**src/wdt_pkg.sv**
```systemverilog
package wdt_pkg;

   // =====================================================
   // sizes
   localparam int NUM_OUT = 15;
   localparam int IVL_W = 16;
   localparam int PRESC_W = 22;

   // =====================================================
   // reset and special values
   localparam logic [IVL_W-1:0] IVL_DISABLED = 16'hFFFF;
   localparam logic [IVL_W-1:0] IVL_RST = 16'hFFFF;
   localparam logic [IVL_W-1:0] PRESET_RST = 16'h0000;

   // =====================================================
   // timing: one watchdog tick is 10 ms
   localparam int TICK_PERIOD_NS = 10_000_000;
   localparam int CLK_PERIOD_NS = 4;
   localparam int TICK_CYCLES_DEF =
      (TICK_PERIOD_NS + CLK_PERIOD_NS - 1) / CLK_PERIOD_NS;

   // =====================================================
   // timer states
   typedef enum logic [2:0] {
      WDT_OFF  = 3'h1,
      WDT_RUN  = 3'h2,
      WDT_TRIP = 3'h4
   } wdt_state_type;

   function automatic logic ivl_disabled(input logic [IVL_W-1:0] ivl);
      return ivl == IVL_DISABLED;
   endfunction

endpackage

```
**src/wdt_if.sv**
```systemverilog
`timescale 1ns/10ps
interface wdt_if;
   logic restart;
   logic [wdt_pkg::IVL_W-1:0] interval;
   logic fire;
   wdt_pkg::wdt_state_type state;
   logic [wdt_pkg::IVL_W-1:0] ticks;

   modport timer (
      input restart,
      input interval,
      output fire,
      output state,
      output ticks
   );

   modport ctrl (
      output restart,
      output interval,
      input fire,
      input state,
      input ticks
   );
endinterface

```
**src/wdt_timer.sv**
```systemverilog
`timescale 1ns/10ps
module wdt_timer #(
   parameter int TICK_CYCLES = wdt_pkg::TICK_CYCLES_DEF
) (
   input wire logic clk_i,   // module clock
   input wire logic rst_n_i, // sync reset, active low
   input wire logic ce_i,    // clock enable
   wdt_if.timer wd           // restart in, trip out
);

   // =====================================================
   // state
   typedef struct packed {
      wdt_pkg::wdt_state_type state;
      logic [wdt_pkg::PRESC_W-1:0] presc;
      logic [wdt_pkg::IVL_W-1:0] ticks;
      logic fire;
   } tmr_type;

   localparam tmr_type TMR_RST = '{
      state: wdt_pkg::WDT_OFF,
      presc: '0,
      ticks: '0,
      fire: 1'b0
   };
   localparam logic [wdt_pkg::PRESC_W-1:0] PRESC_LAST =
      wdt_pkg::PRESC_W'(TICK_CYCLES - 1);

   tmr_type s_q, s_d;
   logic dis;

   assign dis = wdt_pkg::ivl_disabled(wd.interval);

   always_comb begin
      s_d = s_q;
      s_d.fire = 1'b0;
      if (wd.restart) begin
         // any message clears the count; the interval starts again unless disabled
         s_d.presc = '0;
         s_d.ticks = '0;
         s_d.state = dis ? wdt_pkg::WDT_OFF : wdt_pkg::WDT_RUN;
      end else begin
         case (s_q.state)
            wdt_pkg::WDT_OFF: begin
               if (!dis) begin
                  s_d.presc = '0;
                  s_d.ticks = '0;
                  s_d.state = wdt_pkg::WDT_RUN;
               end
            end
            wdt_pkg::WDT_RUN: begin
               if (dis) begin
                  s_d.state = wdt_pkg::WDT_OFF;
               end else if (s_q.ticks >= wd.interval) begin
                  s_d.state = wdt_pkg::WDT_TRIP;
                  s_d.fire = 1'b1;
               end else if (s_q.presc == PRESC_LAST) begin
                  s_d.presc = '0;
                  s_d.ticks = wdt_pkg::IVL_W'(s_q.ticks + 1'b1);
               end else begin
                  s_d.presc = wdt_pkg::PRESC_W'(s_q.presc + 1'b1);
               end
            end
            wdt_pkg::WDT_TRIP: begin
               if (dis) begin
                  s_d.state = wdt_pkg::WDT_OFF;
               end
            end
            default: begin
               s_d = TMR_RST;
            end
         endcase
      end
   end

   always_ff @(posedge clk_i) begin
      if (!rst_n_i) begin
         s_q <= TMR_RST;
      end else if (ce_i) begin
         s_q <= s_d;
      end
   end

   assign wd.fire = s_q.fire;
   assign wd.state = s_q.state;
   assign wd.ticks = s_q.ticks;
endmodule

```
**src/output_comm_watchdog.sv**
```systemverilog
`timescale 1ns/10ps
module output_comm_watchdog #(
   parameter int TICK_CYCLES = wdt_pkg::TICK_CYCLES_DEF
) (
   input wire logic CLK_SYS_I,                  // 250 MHz clock
   input wire logic RST_N_I,                    // sync reset, low
   input wire logic CE_I,                       // clock enable
   input wire logic MSG_VALID_I,                // message for us
   input wire logic OUT_WR_I,                   // output write
   input wire logic [wdt_pkg::NUM_OUT-1:0] OUT_DATA_I, // output data
   input wire logic IVL_WR_I,                   // interval write
   input wire logic [wdt_pkg::IVL_W-1:0] IVL_DATA_I, // interval data
   input wire logic PRESET_WR_I,                // preset write
   input wire logic [wdt_pkg::IVL_W-1:0] PRESET_DATA_I, // preset data
   output logic [wdt_pkg::NUM_OUT-1:0] OUT_O,   // output channels
   output logic SAFE_O,                         // safe preset active
   output logic [wdt_pkg::IVL_W-1:0] IVL_O,     // interval readback
   output logic [wdt_pkg::IVL_W-1:0] PRESET_O,  // preset readback
   output logic [wdt_pkg::IVL_W-1:0] TICKS_O    // elapsed ticks
);

   // =====================================================
   // state
   typedef struct packed {
      logic [wdt_pkg::NUM_OUT-1:0] outs;
      logic [wdt_pkg::IVL_W-1:0] ivl;
      logic [wdt_pkg::IVL_W-1:0] preset;
      logic safe;
   } top_type;

   localparam top_type TOP_RST = '{
      outs: wdt_pkg::PRESET_RST[wdt_pkg::NUM_OUT-1:0],
      ivl: wdt_pkg::IVL_RST,
      preset: wdt_pkg::PRESET_RST,
      safe: 1'b0
   };

   top_type s_q, s_d;
   logic [wdt_pkg::NUM_OUT-1:0] out_next;
   logic any_msg;

   wdt_if wd ();

   // =====================================================
   // watchdog timer
   assign any_msg = MSG_VALID_I | OUT_WR_I | IVL_WR_I | PRESET_WR_I;
   assign wd.restart = any_msg;
   assign wd.interval = s_q.ivl;

   wdt_timer #(
      .TICK_CYCLES(TICK_CYCLES)
   ) u_timer (
      .clk_i(CLK_SYS_I),
      .rst_n_i(RST_N_I),
      .ce_i(CE_I),
      .wd(wd)
   );

   // =====================================================
   // per-channel output select, host write beats trip load
   genvar ch;
   generate
      for (ch = 0; ch < wdt_pkg::NUM_OUT; ch++) begin : g_ch
         assign out_next[ch] = OUT_WR_I ? OUT_DATA_I[ch] :
            (wd.fire ? s_q.preset[ch] : s_q.outs[ch]);

      end
   endgenerate

   always_comb begin
      s_d = s_q;
      s_d.outs = out_next;
      if (IVL_WR_I) begin
         s_d.ivl = IVL_DATA_I;
      end
      if (PRESET_WR_I) begin
         s_d.preset = PRESET_DATA_I;
      end
      // trip sets, a message clears; set wins
      if (wd.fire) begin
         s_d.safe = 1'b1;
      end else if (any_msg) begin
         s_d.safe = 1'b0;
      end
   end

   always_ff @(posedge CLK_SYS_I) begin
      if (!RST_N_I) begin
         s_q <= TOP_RST;
      end else if (CE_I) begin
         s_q <= s_d;
      end
   end

   assign OUT_O = s_q.outs;
   assign SAFE_O = s_q.safe;
   assign IVL_O = s_q.ivl;
   assign PRESET_O = s_q.preset;
   assign TICKS_O = wd.ticks;
endmodule

```
**config.mk**
```make
export PLATFORM = sky130hd
export DESIGN_NAME = output_comm_watchdog
export DESIGN_NICKNAME = d
export VERILOG_FILES = /design/src/wdt_pkg.sv /design/src/wdt_if.sv /design/src/wdt_timer.sv /design/src/output_comm_watchdog.sv
export SDC_FILE = /design/constraint.sdc
export NUM_CORES = 1
export LEC_CHECK = 0
export ABC_AREA = 1
export BUFFER_PORTS_ARGS = -buffer_cell sky130_fd_sc_hd__clkbuf_2
export CORE_AREA = 4 4 134 110
export CTS_CLUSTER_DIAMETER = 80
export DETAILED_ROUTE_END_ITERATION = 10
export DIE_AREA = 0 0 138 114
export GPL_TIMING_DRIVEN = 0
export PLACE_DENSITY = 0.6
export REMOVE_ABC_BUFFERS = 1
export SLEW_MARGIN = 0
export SYNTH_ARGS = -nofsm -noshare
export SYNTH_HDL_FRONTEND = slang
export SYNTH_SLANG_ARGS = --single-unit
```
**constraint.sdc**
```tcl
create_clock -name CLK_SYS_I -period 3.6 [get_ports CLK_SYS_I]
set_input_delay 0.36 -clock CLK_SYS_I [delete_from_list [all_inputs] [get_ports CLK_SYS_I]]
set_output_delay 0.36 -clock CLK_SYS_I [all_outputs]
set_load 0.02 [all_outputs]
```
==> metrics.cfg, run 1 <==
[critical_path]
crit_start=IVL_O[15]
max_stage_delay_ns=0.36
critical_path.reg2reg.startpoint=IVL_O[15]
crit_chain=inv_1 -> ha_1 -> a21oi_1 -> o21ai_0 -> nor2_1 -> nand2_2 -> nand2_2 -> nand3_4 -> nand2_4 -> inv_2 -> nand2_1 -> nor2_1
crit_path_max_fanout=21
slowest_stage=dfxtp_1
worstPathRequired_ns=3.83
end_kind=register
path_class=reg2reg
cp-start-kind=register
crit_arrival_ns=2.68

[timing]
final.setup.tns_ns=0
max_freq_mhz=408
tightest_slew_ns=1.27
slew_headroom=0.157
min_period_ns=2.45
setup_viol=0
hold_violations=0
holdWs_ns=0.217
fin_ws_ns=1.15
fin_skew_ns=0.00685
slew_viol_final=0
period_share=0.680
rsz0062_at_grt=no

[synth]
syn-cell-area_sq_mm=0.00526
synth_compound_area_frac=0.149
yosysWarnings=0
synth_top_area_share=0.342
synth_seq_area_share=0.342
yosys-top-cells-area=dfxtp_1, nand2_1, a21oi_1
synth-simple-area-share=0.324
synth_xor_area_frac=0.0133
yosysTopAreaCell=dfxtp_1
avgSynthCellArea_sq_um=6.60
synthAdderAreaFrac=0.0428
ys_ff_latch=90
ys_types=35
ys_async_sr_fraction=0
synthCells=797
synth-edff-count=0
synth_top_family_by_area=simple AND/OR/NAND/NOR gates
synth_flop_cell=dfxtp_1
synth_mux_area_frac=0

[drt]
avgViaCountPerCell=4.84
drc=0
drt-wirelength-per-cell_um=12.6
drtIter0Drc=326
drt-pass1-iter-count=5
wl_um=13400
routed-via-count=5135
ant_nets=0

[floorplanning]
ioPinCount=118
row_count=38
fp.dieArea_sq_mm=0.0157
coreArea_sq_mm=0.0134
initial_core_util=0.393
dieHeight_um=114
die_width_um=138

[power]
p_int_mw=1.70
p_leak_nw=2.74
vdd_drop_max_uv=231
p_sw_mw=0.642
sw_frac_of_total=0.274
p_seq_frac=0.455
p_comb_frac=0.124
power_density_mw_per_mm2=384
power_frac_clock=0.421

[layout]
drive_gt1_frac=0.181
finalNetCount=947
fillers=1428
final_cell_mix=nand2_1, clkbuf_2, nor2_1, inv_1, dfxtp_1
area_growth_pct=15.8
insertedDiodeCount=0
layout_commonest_cell=nand2_1

[cts]
post_cts_buffers=0
cts_root_buf=clkbuf_16
htreeDepth=3
cts.reportedPaths.clkPinSlew_ns=0.07
cts.repair.resized=0
numCtsBuffers=9
ctsLongestPathBuffers=2
cts_tree=yes
hold_buffers=0
clk_latency_ns=0.34
clkSinkCount=90

[global_route]
track_usage=0.170
grt_pass1_wl_um=22500
grt_pass1_vias=4676
grt.overflow.total=0
antenna_found_initial=0
grt_max_degree=61

[min_path]
hp-class=in2reg
holdCritStartpoint=IVL_DATA_I[0]

[place]
place.gp.congestion=0.880
numPortBuffers=117
dp_hpwl_um=9590
place_ws_ns=0.867

[flow_run]
drv_cap=0

[run_status]
status=finished clean

state kept, by name, indices dropped and copies added (netlist names):
register,count
u_timer.s_q,22
IVL_O,16
PRESET_O,16
u_timer.wd.ticks,16
OUT_O,15
u_timer.wd.state,3
SAFE_O,1
u_timer.wd.fire,1
stage by stage:
stage               power, mW  area (sq um)  utilization  std cells
floorplan                1.26          4980            -        747
global placement         1.38          5790        0.432       1044
detailed placement       1.38          5790        0.432       1044
CTS                      2.36          6100        0.455       1060
global route             2.44          6100        0.455       1060
finish                   2.34          6100        0.455       1060
area by class of cell:
type / count / area (sq um) / share of cell area
clock buffers: 10 / 239 / 0.0392
clock inverters: 6 / 70.1 / 0.0115
inverters: 103 / 389 / 0.0638
multi-input cells: 554 / 2790 / 0.457
flip-flops and latches: 90 / 1800 / 0.296
well taps: 180 / 225 / 0.0369
repair buffers: 117 / 586 / 0.0961
metal layers:
| layer | vias to the layer above | part of all wire | global-route usage | wire length [um] |
|---|---|---|---|---|
| met5 | - | 0 | 0 | 0 |
| met2 | 146 | 0.41 | 0.258 | 5480 |
| met4 | 0 | 0.012 | 0.0408 | 157 |
| met1 | 2253 | 0.50 | 0.235 | 6660 |
| met3 | 13 | 0.080 | 0.0549 | 1080 |
| li1 | 2723 | - | - | - |
Yosys cell counts (all sizes together), types with 7 or more instances:
| cell type | count |
|---|---|
| clkbuf | 22 |
| a21oi | 82 |
| nand3 | 47 |
| dfxtp | 90 |
| o211ai | 15 |
| nand4 | 17 |
| inv | 103 |
| nor3 | 24 |
| o21ai | 47 |
| ha | 18 |
| xor2 | 7 |
| nor2 | 106 |
| buf | 28 |
| nand2 | 181 |
critical path: cells and delay by family (launching register included):
kind,cells,cell delay (ns)
flip-flops,1,0.36
AND/OR/NAND/NOR,7,1.20
adder cells (fa/ha/maj),1,0.33
buffers and inverters,2,0.18
AO/OA/AOI/OAI,2,0.27
power groups by stage:
stage	sequential (mW)	clock (mW)	combinational [mW]
3_5_place_dp	1.09	0	0.293
4_1_cts	1.06	1.01	0.293
2_1_floorplan	1.13	0	0.130
3_3_place_gp	1.09	0	0.291
5_1_grt	1.07	1.04	0.326
6_report	1.06	0.985	0.291
final timing paths:
kind / end / slack [ns] / cells after the start
max: u_timer.s_q[26] / 1.15 / 12
min: IVL_O[0] / 0.22 / 3
max reg2reg: u_timer.s_q[26] / 1.15 / 12
min reg2reg: PRESET_O[12] / 0.47 / 2
kinds of logic after synthesis:
group / after synthesis
compound gates: 146
fa+ha+maj: 18
simple gates: 382
xor+xnor: 8
buf+inv: 153
flops: 90
Power figures use the tool's default switching activity.
==> inputs of run 2 (changes only) <==
--- a/config.mk
+++ b/config.mk
@@ -5,14 +5,14 @@
 export SDC_FILE = /design/constraint.sdc
 export NUM_CORES = 1
 export LEC_CHECK = 0
-export ABC_AREA = 1
+export ABC_AREA = 0
 export BUFFER_PORTS_ARGS = -buffer_cell sky130_fd_sc_hd__clkbuf_2
-export CORE_AREA = 4 4 134 110
+export CORE_AREA = 4 4 127 105
 export CTS_CLUSTER_DIAMETER = 80
 export DETAILED_ROUTE_END_ITERATION = 10
-export DIE_AREA = 0 0 138 114
+export DIE_AREA = 0 0 131 109
 export GPL_TIMING_DRIVEN = 0
-export PLACE_DENSITY = 0.6
+export PLACE_DENSITY = 0.61
 export REMOVE_ABC_BUFFERS = 1
 export SLEW_MARGIN = 0
 export SYNTH_ARGS = -nofsm -noshare
==> constraint.sdc (replaced) <==
create_clock -name CLK_SYS_I -period 2.3 [get_ports CLK_SYS_I]
set_input_delay 0.23 -clock CLK_SYS_I [delete_from_list [all_inputs] [get_ports CLK_SYS_I]]
set_output_delay 0.23 -clock CLK_SYS_I [all_outputs]
set_load 0.02 [all_outputs]
==> run 2 against run 1 <==
  * Sequential power is 56% higher
  * Critical endpoint is now u_timer.wd.ticks[7]
  * Synthesized cell count is 29% lower
  * Register-to-register slack worse by 1.3 ns
  * Sequential share of layout area is 1.5 points lower
  * The flow now finishes with violations (negative setup slack)
  * Flip-flop and latch count stayed put
  * Highest routed layer unchanged
  * Cell count is 20% lower
  * Setup slack worse by 1.3 ns
==> metrics.cfg, run 2 <==
[critical_path]
worstPathRequired_ns=2.56
path_delay_family=simple AND/OR/NAND/NOR gates
r2r_slack_ns=-0.12
r2r_cells=9
r2r_end=u_timer.wd.ticks[7]
slowest_stage=dfxtp_1
crit_arrival_ns=2.68
end_kind=register
worst-path-buf-inv=2
crit_path_max_fanout=8
cp-start-kind=register
max_stage_delay_ns=0.42
crit_chain=ha_1 -> nand3_4 -> nor4_2 -> nand4_1 -> buf_4 -> nor4_4 -> buf_12 -> nand3b_1 -> a21boi_1
path_class=reg2reg
critical_path.reg2reg.startpoint=u_timer.s_q[17]

[min_path]
min_path_cells=3
holdCritStartpoint=IVL_DATA_I[0]
min_to=IVL_O[0]
hp-class=in2reg

[cts]
cts.reportedPaths.clkPinSlew_ns=0.07
cts_tree=yes
htreeDepth=3
ctsLongestPathBuffers=2
cts_root_buf=clkbuf_16
hold_buffers=0
clk_latency_ns=0.34
clkSinkCount=90
numCtsBuffers=9

[synth]
ys_types=54
avgSynthCellArea_sq_um=8.40
synth-edff-count=0
yosysTopAreaCell=dfxtp_1
yosysMostFrequentCell=nand2_1
ys_ff_latch=90
ys_async_sr_fraction=0
yosys-top-cells-area=dfxtp_1, nand2_1, ha_1
syn-cell-area_sq_mm=0.00476
synth_flop_cell=dfxtp_1
yosysWarnings=0
synth_seq_area_share=0.378
synthCells=567
synth_common_cells=nand2_1, dfxtp_1, nor2_1, a21oi_1, inv_1
synth_top_area_share=0.378

[drt]
ant_nets=0
routed-via-count=4725
drt-pass1-iter-count=5
drc=0
avgViaCountPerCell=5.55
drt-wirelength-per-cell_um=17.1
drtIter0Drc=333
wl_um=14600

[global_route]
track_usage=0.190
grt.overflow.total=0
antenna_found_initial=0
grt_pass1_wl_um=21500
grt_max_degree=79
grt_pass1_vias=4300

[layout]
fin_util=0.543
finalNetCount=768
final_cell_mix=clkbuf_2, nand2_1, dfxtp_1, nor2_1, buf_4
insertedDiodeCount=0
multi_input_area_sq_mm=0.00310
regMostFlops=u_timer.s_q
stdcell_area_sq_mm=0.00653
layout_commonest_cell=clkbuf_2
final_cells=852
fillers=1094
largest_reg_flops=22
area_growth_pct=37.1
final-seq-area_sq_mm=0.00183
drive_gt1_frac=0.386

[timing]
fin_skew_ns=0.00540
rsz0062_at_grt=yes
fin_ws_ns=-0.118
holdWs_ns=0.111
tightest_slew_ns=1.07
setup_viol=29
max_freq_mhz=414
min_period_ns=2.42
slew_viol_final=0
hold_violations=0
slew_headroom=0.283
period_share=1.05

[floorplanning]
initial_core_util=0.396
fp.dieArea_sq_mm=0.0143
ioPinCount=118
die_width_um=131
dieHeight_um=109
row_count=36
coreArea_sq_mm=0.0120

[place]
place.gp.congestion=0.775
dp_hpwl_um=9100
dpl_cell_area_sq_mm=0.00527
place_ws_ns=-1.04
dp.cells=787
numPortBuffers=117

[power]
p_leak_nw=2.80
power_density_mw_per_mm2=551
vdd_drop_max_uv=330

[flow_run]
drv_cap=0

[run_status]
status=complete, but fails checks
violations=negative setup slack

-- run 2: worst min-delay path: cells and delay by family --
| kind | cells | cell delay (ns) |
|---|---|---|
| AND/OR/NAND/NOR | 1 | 0.04 |
| AO/OA/AOI/OAI | 1 | 0.07 |
| buffers and inverters | 1 | 0.08 |
-- run 2: kinds of logic (layout without fill, tap and decap cells) --
group | after synthesis | after routing | share of synthesized area
flops | 90 | 90 | 0.378
buf+inv | 72 | 199 | 0.0744
mux | 18 | 18 | 0.0378
simple gates | 216 | 216 | 0.225
compound gates | 146 | 152 | 0.224
fa+ha+maj | 18 | 18 | 0.0473
xor+xnor | 7 | 7 | 0.0129
-- run 2: layout make-up --
type,instances,share of cell area
multi-input combinational,411,0.475
inverter,23,0.0132
sequential,90,0.281
timing repair buffer,161,0.158
clock inverter,6,0.0103
tap,152,0.0291
clock buffer,9,0.0345
-- run 2: timing repair --
action | in CTS | in global routing
gates cloned | 6 | 2
buffers inserted | 29 | 14
gates resized for setup | 67 | 49
pin swaps | 33 | 39
setup endpoints to repair | 41 | 39
-- run 2: report_power, final --
part | leakage, nW | switching [mW] | internal, mW
Clock | 0.138 | 0.641 | 0.840
Combinational | 1.92 | 0.270 | 0.196
Sequential | 0.737 | 0.0431 | 1.61
Total | 2.80 | 0.954 | 2.65
-- run 2: routing by layer --
| metal | wire, um | part of all wire | vias to the layer above | GRT usage |
|---|---|---|---|---|
| met5 | 0 | 0 | - | 0 |
| met4 | 250 | 0.017 | 0 | 0.0565 |
| li1 | - | - | 2300 | - |
| met3 | 691 | 0.047 | 23 | 0.0372 |
| met2 | 7080 | 0.49 | 144 | 0.300 |
| met1 | 6550 | 0.45 | 2258 | 0.262 |
-- run 2: per-stage QoR --
stage | TNS (ns) | total power [mW]
3_3_place_gp | -41.71 | 2.06
2_1_floorplan | -18.95 | 1.89
6_report | -1.75 | 3.60
3_5_place_dp | -34.04 | 2.07
4_1_cts | -0.472 | 3.59
5_1_grt | -5.68 | 3.74
-- run 2: worst max path at each step --
stage / from / endpoint / slack, ns / depth (start not counted)
2_1_floorplan: IVL_O[2] / u_timer.s_q[25] / -0.82 / 9
3_3_place_gp: IVL_O[2] / u_timer.s_q[25] / -1.45 / 9
3_5_place_dp: IVL_O[2] / u_timer.s_q[25] / -1.04 / 9
4_1_cts: IVL_O[2] / u_timer.wd.ticks[13] / -0.08 / 9
5_1_grt: u_timer.s_q[17] / u_timer.wd.ticks[7] / -0.23 / 9
6_report: u_timer.s_q[17] / u_timer.wd.ticks[7] / -0.12 / 9
